--- src/include/pstcs_pkg.sv ---
// Shared constants and types for the preamble and slicer time-constant sequencer
package pstcs_pkg;

   // ---------------------------------------------------------------
   // Clock
   // ---------------------------------------------------------------
   localparam int CLK_MHZ = 100;

   // ---------------------------------------------------------------
   // Preamble and slicer timing, in microseconds
   // ---------------------------------------------------------------
   localparam int TX_PRE_LONG_US = 50;
   localparam int TX_PRE_SHORT_US = 25;
   localparam int SLICE_LONG_US = 20;
   localparam int SLICE_SHORT_US = 10;
   localparam int CDR_ACQ_US = 100;
   localparam int CAL_US = 2;

   // Least times round up
   localparam int TX_PRE_LONG_CYC = TX_PRE_LONG_US * CLK_MHZ;
   localparam int TX_PRE_SHORT_CYC = TX_PRE_SHORT_US * CLK_MHZ;
   localparam int SLICE_LONG_CYC = SLICE_LONG_US * CLK_MHZ;
   localparam int SLICE_SHORT_CYC = SLICE_SHORT_US * CLK_MHZ;
   localparam int CDR_ACQ_CYC = CDR_ACQ_US * CLK_MHZ;
   localparam int CAL_CYC = CAL_US * CLK_MHZ;
   // Far end counts pattern only after its calibration; select waits for that plus slack
   localparam int SEL_GUARD_CYC = CAL_CYC + 3 * 65;

   // Slicer time-constant modes served by the select pin
   localparam logic [2:0] TC_MODE_6US = 3'h4;
   localparam logic [2:0] TC_MODE_3US = 3'h5;

   // Bit period on the link, in clock cycles
   localparam int BIT_CYC = 65;

   // Full-calibration frame interval: three minutes
   localparam int FULL_CAL_S = 180;

   localparam int CNT_W = 16;
   localparam int SEC_W = 8;

   // ---------------------------------------------------------------
   // Software register map of the controller
   // ---------------------------------------------------------------
   localparam logic [3:0] ADR_CTRL = 4'h0;
   localparam logic [3:0] ADR_TXDATA = 4'h1;
   localparam logic [3:0] ADR_RXDATA = 4'h2;
   localparam logic [3:0] ADR_STATUS = 4'h3;

   localparam int CTRL_START = 0;
   localparam int CTRL_SHORT = 1;
   localparam int CTRL_CDR = 2;
   localparam int CTRL_SKIPV = 3;
   localparam int CTRL_ALT1100 = 4;

   typedef enum logic [2:0] {
      DEV_OFF = 3'h0,
      DEV_CAL = 3'h1,
      DEV_HUNT = 3'h2,
      DEV_SLICE = 3'h3
   } pstcs_dev_e;

   typedef enum logic [2:0] {
      HST_IDLE = 3'h0,
      HST_PRE = 3'h1,
      HST_ALT = 3'h2,
      HST_DATA = 3'h3
   } pstcs_hst_e;

endpackage : pstcs_pkg

--- src/include/pstcs_if.sv ---
// Link between the baseband controller and the transceiver slicer logic
interface pstcs_if;
   logic chip_enable;
   logic receive_on;
   logic slicer_tc_select;
   logic [2:0] slicer_tc_mode;
   logic skip_vco_recal;
   logic clock_recovery_enable;
   logic line_bit;
   logic line_valid;
   logic line_ready;
   logic rx_bit;
   logic rx_bit_valid;
   logic recovered_rx_clock;
   logic slice_locked;

   modport host (
      output chip_enable, receive_on, slicer_tc_select, slicer_tc_mode,
      output skip_vco_recal, clock_recovery_enable, line_bit, line_valid,
      input line_ready, rx_bit, rx_bit_valid, recovered_rx_clock, slice_locked
   );

   modport device (
      input chip_enable, receive_on, slicer_tc_select, slicer_tc_mode,
      input skip_vco_recal, clock_recovery_enable, line_bit, line_valid,
      output line_ready, rx_bit, rx_bit_valid, recovered_rx_clock, slice_locked
   );
endinterface : pstcs_if

--- src/logic/pstcs_host.sv ---
// Baseband controller end: preamble shaping and select-pin sequencing
//
// Behaviour
// [RULE_01] Send at least 50 us alternating preamble
// [RULE_02] Slice point after 20 us pattern
// [RULE_03] Drive select low after 20 us
// [RULE_04] Mode 4: select picks 300/6 us
// [RULE_05] Mode 5: select picks 300/3 us
// [RULE_06] Short constant: 25 us preamble, 10 us
// [RULE_07] Recovered clock valid 100 us after lock
// [RULE_08] Select low before acquisition window ends
// [RULE_09] Full-preamble frame every three minutes
// [RULE_10] Optional 1100 pattern after settling
// [RULE_11] Skip bit drops VCO recalibration
// [RULE_12] Calibrate on receive entry before slicing
// [RULE_13] Preamble timed in whole own clock cycles
module pstcs_host #(
   parameter int SEC_CYC = 100000000
) (
   // Clock and reset
   input wire logic CLK_SYS_I,
   input wire logic RESETN_I,
   // Software port
   input wire logic [3:0] ADDR_I,
   input wire logic [15:0] WDATA_I,
   input wire logic WR_I,
   input wire logic RD_I,
   output logic [15:0] RDATA_O,
   // Link
   pstcs_if.host LNK
);
   localparam int DEPTH = 2;

   typedef struct packed {
      pstcs_pkg::pstcs_hst_e st;
      logic [4:0] ctrl;
      logic [pstcs_pkg::CNT_W-1:0] t;
      logic [pstcs_pkg::CNT_W-1:0] pre_len;
      logic [6:0] bdiv;
      logic bit_v;
      logic [1:0] pat;
      logic sel;
      logic txen;
      logic [1:0] fcnt;
      logic fq;
      logic fw;
      logic fullf;
      logic lbit;
      logic [$clog2(SEC_CYC)-1:0] sec_div;
      logic [pstcs_pkg::SEC_W-1:0] secs;
      logic full_due;
      logic [15:0] rdata;
      logic [15:0] rxsh;
      logic [7:0] nbits;
      logic [7:0] bitcnt;
   } pstcs_hst_s;

   pstcs_hst_s s_reg;
   pstcs_hst_s s_next;
   logic [DEPTH-1:0][15:0] fifo_reg;
   logic [DEPTH-1:0][15:0] fifo_next;
   logic bit_tick;
   logic [pstcs_pkg::CNT_W-1:0] slice_cyc;
   logic push;
   logic pop;
   logic full;

   always_comb begin
      s_next = s_reg;
      fifo_next = fifo_reg;
      bit_tick = (s_reg.bdiv == 7'(pstcs_pkg::BIT_CYC - 1));
      s_next.bdiv = bit_tick ? '0 : s_reg.bdiv + 1'b1;
      // Select falls only once the far end has surely locked
      slice_cyc = s_reg.ctrl[pstcs_pkg::CTRL_SHORT]
         ? 16'(pstcs_pkg::SLICE_SHORT_CYC + pstcs_pkg::SEL_GUARD_CYC)
         : 16'(pstcs_pkg::SLICE_LONG_CYC + pstcs_pkg::SEL_GUARD_CYC);
      full = (s_reg.fcnt == 2'(DEPTH));
      push = WR_I && (ADDR_I == pstcs_pkg::ADR_TXDATA) && !full;
      pop = 1'b0;
      s_next.sec_div = (s_reg.sec_div == ($clog2(SEC_CYC))'(SEC_CYC - 1))
         ? '0 : s_reg.sec_div + 1'b1;
      if (s_reg.sec_div == '0) begin
         s_next.secs = s_reg.secs + 1'b1;
         if (s_reg.secs == 8'(pstcs_pkg::FULL_CAL_S - 1)) begin
            s_next.full_due = 1'b1; // [RULE_09]
            s_next.secs = '0;
         end
      end
      if (WR_I && ADDR_I == pstcs_pkg::ADR_CTRL) begin
         s_next.ctrl = WDATA_I[4:0];
      end
      unique case (s_reg.st)
         pstcs_pkg::HST_IDLE: begin
            s_next.txen = 1'b0;
            s_next.sel = 1'b1;
            if (s_reg.ctrl[pstcs_pkg::CTRL_START] && s_reg.fcnt != '0) begin
               s_next.ctrl[pstcs_pkg::CTRL_START] = 1'b0;
               s_next.st = pstcs_pkg::HST_PRE;
               s_next.t = '0;
               s_next.txen = 1'b1;
               // Full-length preamble also when a periodic recalibration is due
               s_next.pre_len = (s_reg.ctrl[pstcs_pkg::CTRL_SHORT] && !s_reg.full_due)
                  ? 16'(pstcs_pkg::TX_PRE_SHORT_CYC) // [RULE_06]
                  : 16'(pstcs_pkg::TX_PRE_LONG_CYC); // [RULE_01] [RULE_09]
               s_next.fullf = s_reg.full_due;
               s_next.full_due = 1'b0;
               s_next.pat = 2'h0;
            end
         end
         pstcs_pkg::HST_PRE, pstcs_pkg::HST_ALT: begin
            s_next.t = s_reg.t + 1'b1; // [RULE_13]
            if (s_reg.t >= slice_cyc) begin
               s_next.sel = 1'b0; // [RULE_03] [RULE_08]
               if (s_reg.ctrl[pstcs_pkg::CTRL_ALT1100]) begin
                  s_next.st = pstcs_pkg::HST_ALT; // [RULE_10]
               end
            end
            if (bit_tick) begin
               s_next.pat = s_reg.pat + 1'b1;
            end
            if (s_reg.t >= s_reg.pre_len - 1'b1 && bit_tick) begin
               s_next.st = pstcs_pkg::HST_DATA; // [RULE_01]
               s_next.bitcnt = '0;
            end
         end
         pstcs_pkg::HST_DATA: begin
            if (bit_tick && LNK.line_ready) begin
               s_next.bitcnt = s_reg.bitcnt + 1'b1;
               if (s_reg.bitcnt == 8'hF) begin
                  pop = 1'b1;
                  s_next.st = pstcs_pkg::HST_IDLE;
               end
            end
         end
         default: s_next.st = pstcs_pkg::HST_IDLE;
      endcase
      s_next.bit_v = (s_reg.st != pstcs_pkg::HST_IDLE) && bit_tick;
      // Bit is registered with its strobe, so the last data bit is not lost
      if (bit_tick) begin
         if (s_reg.st == pstcs_pkg::HST_DATA) begin
            s_next.lbit = fifo_reg[s_reg.fq][~s_reg.bitcnt[3:0]];
         end else if (s_reg.st == pstcs_pkg::HST_ALT) begin
            s_next.lbit = s_reg.pat[1]; // [RULE_10]
         end else begin
            s_next.lbit = s_reg.pat[0];
         end
      end
      if (push) begin
         fifo_next[s_reg.fw] = WDATA_I;
         s_next.fw = s_reg.fw + 1'b1;
      end
      if (pop) begin
         s_next.fq = s_reg.fq + 1'b1;
      end
      s_next.fcnt = s_reg.fcnt + 2'(push) - 2'(pop);
      if (LNK.rx_bit_valid) begin
         s_next.rxsh = {s_reg.rxsh[14:0], LNK.rx_bit};
      end
      unique case (1'b1)
         RD_I && ADDR_I == pstcs_pkg::ADR_CTRL: s_next.rdata = {11'h000, s_reg.ctrl};
         RD_I && ADDR_I == pstcs_pkg::ADR_RXDATA: s_next.rdata = s_reg.rxsh;
         RD_I && ADDR_I == pstcs_pkg::ADR_STATUS:
            s_next.rdata = {8'h00, s_reg.full_due, full, s_reg.fcnt,
                            LNK.slice_locked, s_reg.sel, s_reg.st[1:0]};
         default: s_next.rdata = 16'h0000;
      endcase
   end

   always_ff @(posedge CLK_SYS_I or negedge RESETN_I) begin
      if (!RESETN_I) begin
         s_reg <= '0;
         fifo_reg <= '0;
      end else begin
         s_reg <= s_next;
         fifo_reg <= fifo_next;
      end
   end

   assign RDATA_O = s_reg.rdata;
   assign LNK.chip_enable = 1'b1;
   assign LNK.receive_on = s_reg.txen;
   assign LNK.slicer_tc_select = s_reg.sel;
   assign LNK.slicer_tc_mode = s_reg.ctrl[pstcs_pkg::CTRL_SHORT] ? pstcs_pkg::TC_MODE_3US
                                                                 : pstcs_pkg::TC_MODE_6US;
   assign LNK.skip_vco_recal = s_reg.ctrl[pstcs_pkg::CTRL_SKIPV] & ~s_reg.fullf; // [RULE_09]
   assign LNK.clock_recovery_enable = s_reg.ctrl[pstcs_pkg::CTRL_CDR];
   assign LNK.line_valid = s_reg.bit_v;
   assign LNK.line_bit = s_reg.lbit;
endmodule : pstcs_host

--- src/flat_wrapper.sv ---
// flat-port wrapper written by rule: the top's interface ports become plain ports
module pstcs_host_flat 
#(
   parameter int SEC_CYC = 100000000
)
  (CLK_SYS_I, RESETN_I, ADDR_I, WDATA_I, WR_I, RD_I, RDATA_O, LNK_chip_enable, LNK_receive_on, LNK_slicer_tc_select, LNK_slicer_tc_mode, LNK_skip_vco_recal, LNK_clock_recovery_enable, LNK_line_bit, LNK_line_valid, LNK_line_ready, LNK_rx_bit, LNK_rx_bit_valid, LNK_recovered_rx_clock, LNK_slice_locked);
  pstcs_if LNK_i ();
  input wire logic CLK_SYS_I;
  input wire logic RESETN_I;
  input wire logic [3:0] ADDR_I;
  input wire logic [15:0] WDATA_I;
  input wire logic WR_I;
  input wire logic RD_I;
  output logic [15:0] RDATA_O;
  output wire logic [$bits(LNK_i.chip_enable)-1:0] LNK_chip_enable;
  output wire logic [$bits(LNK_i.receive_on)-1:0] LNK_receive_on;
  output wire logic [$bits(LNK_i.slicer_tc_select)-1:0] LNK_slicer_tc_select;
  output wire logic [$bits(LNK_i.slicer_tc_mode)-1:0] LNK_slicer_tc_mode;
  output wire logic [$bits(LNK_i.skip_vco_recal)-1:0] LNK_skip_vco_recal;
  output wire logic [$bits(LNK_i.clock_recovery_enable)-1:0] LNK_clock_recovery_enable;
  output wire logic [$bits(LNK_i.line_bit)-1:0] LNK_line_bit;
  output wire logic [$bits(LNK_i.line_valid)-1:0] LNK_line_valid;
  input wire logic [$bits(LNK_i.line_ready)-1:0] LNK_line_ready;
  input wire logic [$bits(LNK_i.rx_bit)-1:0] LNK_rx_bit;
  input wire logic [$bits(LNK_i.rx_bit_valid)-1:0] LNK_rx_bit_valid;
  input wire logic [$bits(LNK_i.recovered_rx_clock)-1:0] LNK_recovered_rx_clock;
  input wire logic [$bits(LNK_i.slice_locked)-1:0] LNK_slice_locked;
  assign LNK_chip_enable = LNK_i.chip_enable;
  assign LNK_receive_on = LNK_i.receive_on;
  assign LNK_slicer_tc_select = LNK_i.slicer_tc_select;
  assign LNK_slicer_tc_mode = LNK_i.slicer_tc_mode;
  assign LNK_skip_vco_recal = LNK_i.skip_vco_recal;
  assign LNK_clock_recovery_enable = LNK_i.clock_recovery_enable;
  assign LNK_line_bit = LNK_i.line_bit;
  assign LNK_line_valid = LNK_i.line_valid;
  assign LNK_i.line_ready = LNK_line_ready;
  assign LNK_i.rx_bit = LNK_rx_bit;
  assign LNK_i.rx_bit_valid = LNK_rx_bit_valid;
  assign LNK_i.recovered_rx_clock = LNK_recovered_rx_clock;
  assign LNK_i.slice_locked = LNK_slice_locked;
  pstcs_host #(.SEC_CYC(SEC_CYC)) u_core (.CLK_SYS_I(CLK_SYS_I), .RESETN_I(RESETN_I), .ADDR_I(ADDR_I), .WDATA_I(WDATA_I), .WR_I(WR_I), .RD_I(RD_I), .RDATA_O(RDATA_O), .LNK(LNK_i));
endmodule
--- config.mk ---
export PLATFORM = sky130hd
export DESIGN_NAME = pstcs_host_flat
export DESIGN_NICKNAME = d
export VERILOG_FILES = /design/src/include/pstcs_pkg.sv /design/src/include/pstcs_if.sv /design/src/logic/pstcs_host.sv /design/src/flat_wrapper.sv
export SDC_FILE = /design/constraint.sdc
export NUM_CORES = 1
export LEC_CHECK = 0
export BUFFER_PORTS_ARGS = -buffer_cell sky130_fd_sc_hd__buf_4
export CAP_MARGIN = 20
export CORE_ASPECT_RATIO = 1.2
export CORE_MARGIN = 8
export CORE_UTILIZATION = 25
export DETAILED_ROUTE_END_ITERATION = 6
export PLACE_DENSITY = 0.4
export SYNTH_ARGS = -nofsm -noshare
export SYNTH_HDL_FRONTEND = slang
export SYNTH_SLANG_ARGS = --single-unit
--- constraint.sdc ---
create_clock -name CLK_SYS_I -period 3.45 [get_ports CLK_SYS_I]
set_clock_uncertainty 0.05 [all_clocks]
set_input_delay 0.5175 -clock CLK_SYS_I [delete_from_list [all_inputs] [get_ports CLK_SYS_I]]
set_output_delay 0.5175 -clock CLK_SYS_I [all_outputs]
set_load 0.03 [all_outputs]
==> out/qor.csv <==
stage,metric,value,unit
drt,antenna_left,0,
drt,drt_iter0_drc,236,
layout,fillers,3221,
sta,fin_crit_sh,0.875,
floorplanning,ioPinCount,55,
status,status,completed,
synthesis,yosysSeqAreaShare,0.496,
synthesis,yosysWarningCount,0,
synthesis,synth_seq_cells,152,
setup_path,cp_slowest_cell,dfrtp_1,
synthesis,synth_most_common_cell,dfrtp_1,
sta,worst_pin_slew,0.686,ns
synthesis,synth_ff_type,dfrtp_1,
clocking,clk_pin_slew_worst_paths,0.06,ns
placed_design,place_congestion,0.724,
synthesis,synth_edf_count,0,
clocking,postCtsHoldBufs,0,
floorplanning,initial_core_util,0.253,
global_routing,grtUsageTotal,0.103,
sta,finalCriticalPeriod,3.02,ns
clocking,cts_tree,built,
synthesis,yosysTopAreaCell,dfrtp_1,
sta,rsz0062_at_grt,no,
setup_path,slowest_delay,0.45,ns
sta,setup_tns,0,ns
clocking,clockBufferDepth,2,
setup_path,critical_path.cell_chain,inv_1 > ha_1 > o21ai_0 > nand2_1 > a21o_1 > ha_1 > and4_1 > o311ai_1 > buf_4 > a21oi_1 > and3_1 > nor2_1,
synthesis,netlist_area,7670,sq um
synthesis,ys_types,54,
sta,setup_viol,0,
floorplanning,dieWidth,176,microns
clocking,clockRootBuffer,clkbuf_16,
synthesis,synthTopCellsByCount,"dfrtp_1, nor2_1, mux2_2, nand2_1, nand3_1",
setup_path,criticalPathCategory,flop to flop,
sta,slew_violations,0,
drt,viasPerCell,4.44,
drt,routed_wl,17700,microns
clocking,cts_made_buffers,17,
floorplanning,fp.dieH,208,microns
synthesis,syn_area_per_cell,10.9,sq um
power_and_ir_drop,cellLeakagePower,4.16,nW
setup_path,cp_max_fo,8,
synthesis,syn_inst,702,
floorplanning,rows,70,
setup_path,cp-start-kind,flop,
global_routing,grt_max_degree,63,
floorplanning,dieArea,36500,sq um
clocking,clk_latency,0.42,ns
synthesis,netlist.area_leader.share,0.496,
layout,final_nets,806,
placed_design,dp_hpwl,12700,microns
clocking,cts_num_sinks,152,
sta,fmax,331,MHz
min_path,min_path_type,input pin to async pin,
drt,dr.pass1.iters,4,
clocking,cts_resized,0,
power_and_ir_drop,vdd_drop_max,0.219,mV
clocking,cts_setup_buffers,0,
sta,layout_setup_ws,0.433,ns
clocking,htreeDepth,4,
drt,drc_errors,0,
global_routing,grt_antenna_before_repair,0,
setup_path,reg2regPathDepth,12,
layout,drive_gt1_frac,0.212,
sta,hold_viol_final,0,
synthesis,netlist_top_cells_area,"dfrtp_1, mux2_2, ha_1",
setup_path,crit_path_frequent_cell,ha_1,
global_routing,grt_pass1_vias,5431,
global_routing,overflow,0,
sta,max_slew_margin,0.537,
placed_design,dp_slack,0.429,ns
layout,synthToLayoutAreaGrowth,17.3,%
drt,wl_per_cell,15.4,microns
flow_run,drv_cap,0,
layout,antenna_cells,0,
setup_path,crit_arrival,3.27,ns
global_routing,grt_pass1_wl,29900,microns
power_and_ir_drop,pwr_density_cell,515,nW/um^2
drt,num_vias,5106,
setup_path,crit_path_end_kind,flop,
setup_path,cp.required,3.70,ns
floorplanning,coreArea,30300,sq um
layout,largest_reg_flops,99,
placed_design,io_buffers,50,
synthesis,synthArstFlopShare,1.00,
cell type report:
type                       count  area, sq um  share of cell area
inverter                      21         78.8             0.00877
clock buffer                  20          467              0.0519
sequential                   152         3800               0.423
timing repair buffer          62          482              0.0536
tap                          396          495              0.0551
clock inverter                11          121              0.0135
multi-input combinational    489         3540               0.394
stage by stage:
| step | std cells | total power [mW] | hold slack [ns] | area, sq um | utilization |
|---|---|---|---|---|---|
| floorplan | 703 | 2.59 | 0.172 | 7670 | - |
| global placement | 1120 | 2.79 | 0.410 | 8400 | 0.277 |
| detailed placement | 1120 | 2.81 | 0.411 | 8400 | 0.277 |
| CTS | 1151 | 4.72 | 0.0488 | 8990 | 0.297 |
| global route | 1151 | 4.88 | 0.0819 | 8990 | 0.297 |
| finish | 1151 | 4.63 | 0.0431 | 8990 | 0.297 |
layout by cell type, fill, tap and decap left out, types with 4 or more instances in the layout:
cell,count
dfrtp_1,152
o21ai_0,20
ha_1,34
a31oi_1,8
clkinv_2,4
a211oi_1,6
mux2_2,53
nand2b_1,6
xor2_1,31
nand2_1,48
buf_4,60
nor4_1,9
and4_1,5
clkbuf_16,17
nor3_1,7
nor2_1,75
nor2b_1,4
a21oi_1,20
inv_1,21
or3_1,4
and2_1,13
mux2i_1,16
a21o_1,4
and3_1,10
xnor2_1,28
nand4_1,12
mux4_2,7
nand3_1,35
report_power, final:
part | internal (mW) | switching, mW
Sequential | 2.04 | 0.164
Combinational | 0.316 | 0.226
Clock | 1.12 | 0.760
layer usage:
layer	GRT usage	share of wire
met3	0.0275	0.035
met4	0.0340	0.015
met1	0.123	0.44
met2	0.175	0.51
met5	0	0
logic make-up (layout without fill, tap and decap cells):
kind of cell / after synthesis / after routing / synth area share
XOR/XNOR: 59 / 59 / 0.0674
other: 2 / 3 / 0.000980
adder cells (fa/ha/maj): 34 / 34 / 0.0555
buffers and inverters: 62 / 114 / 0.0424
AND/OR/NAND/NOR: 243 / 243 / 0.158
flip-flops: 152 / 152 / 0.496
AO/OA/AOI/OAI: 74 / 74 / 0.0601
multiplexers: 76 / 76 / 0.119
path summary, 6_finish.rpt:
path	slack (ns)	to	startpoint
max	0.43	u_core.s_reg[5]	u_core.s_reg[113]
min	0.04	u_core.s_reg[99]	RESETN_I
max reg2reg	0.43	u_core.s_reg[5]	u_core.s_reg[113]
min reg2reg	0.43	u_core.RDATA_O[15]	u_core.s_reg[31]
max in group asynchronous	2.41	u_core.s_reg[56]	RESETN_I
min in group CLK_SYS_I	0.29	u_core.fifo_reg[24]	WDATA_I[8]
worst max-delay path: cells and delay by family (launching register included):
| kind | cells | cell delay, ns |
|---|---|---|
| DFF | 1 | 0.45 |
| buffers and inverters | 2 | 0.30 |
| adders and majority gates | 2 | 0.56 |
| and+or+nand+nor | 4 | 0.79 |
| AOI/OAI and AO/OA | 4 | 0.74 |
No activity file was read; power rests on OpenSTA's default activity.
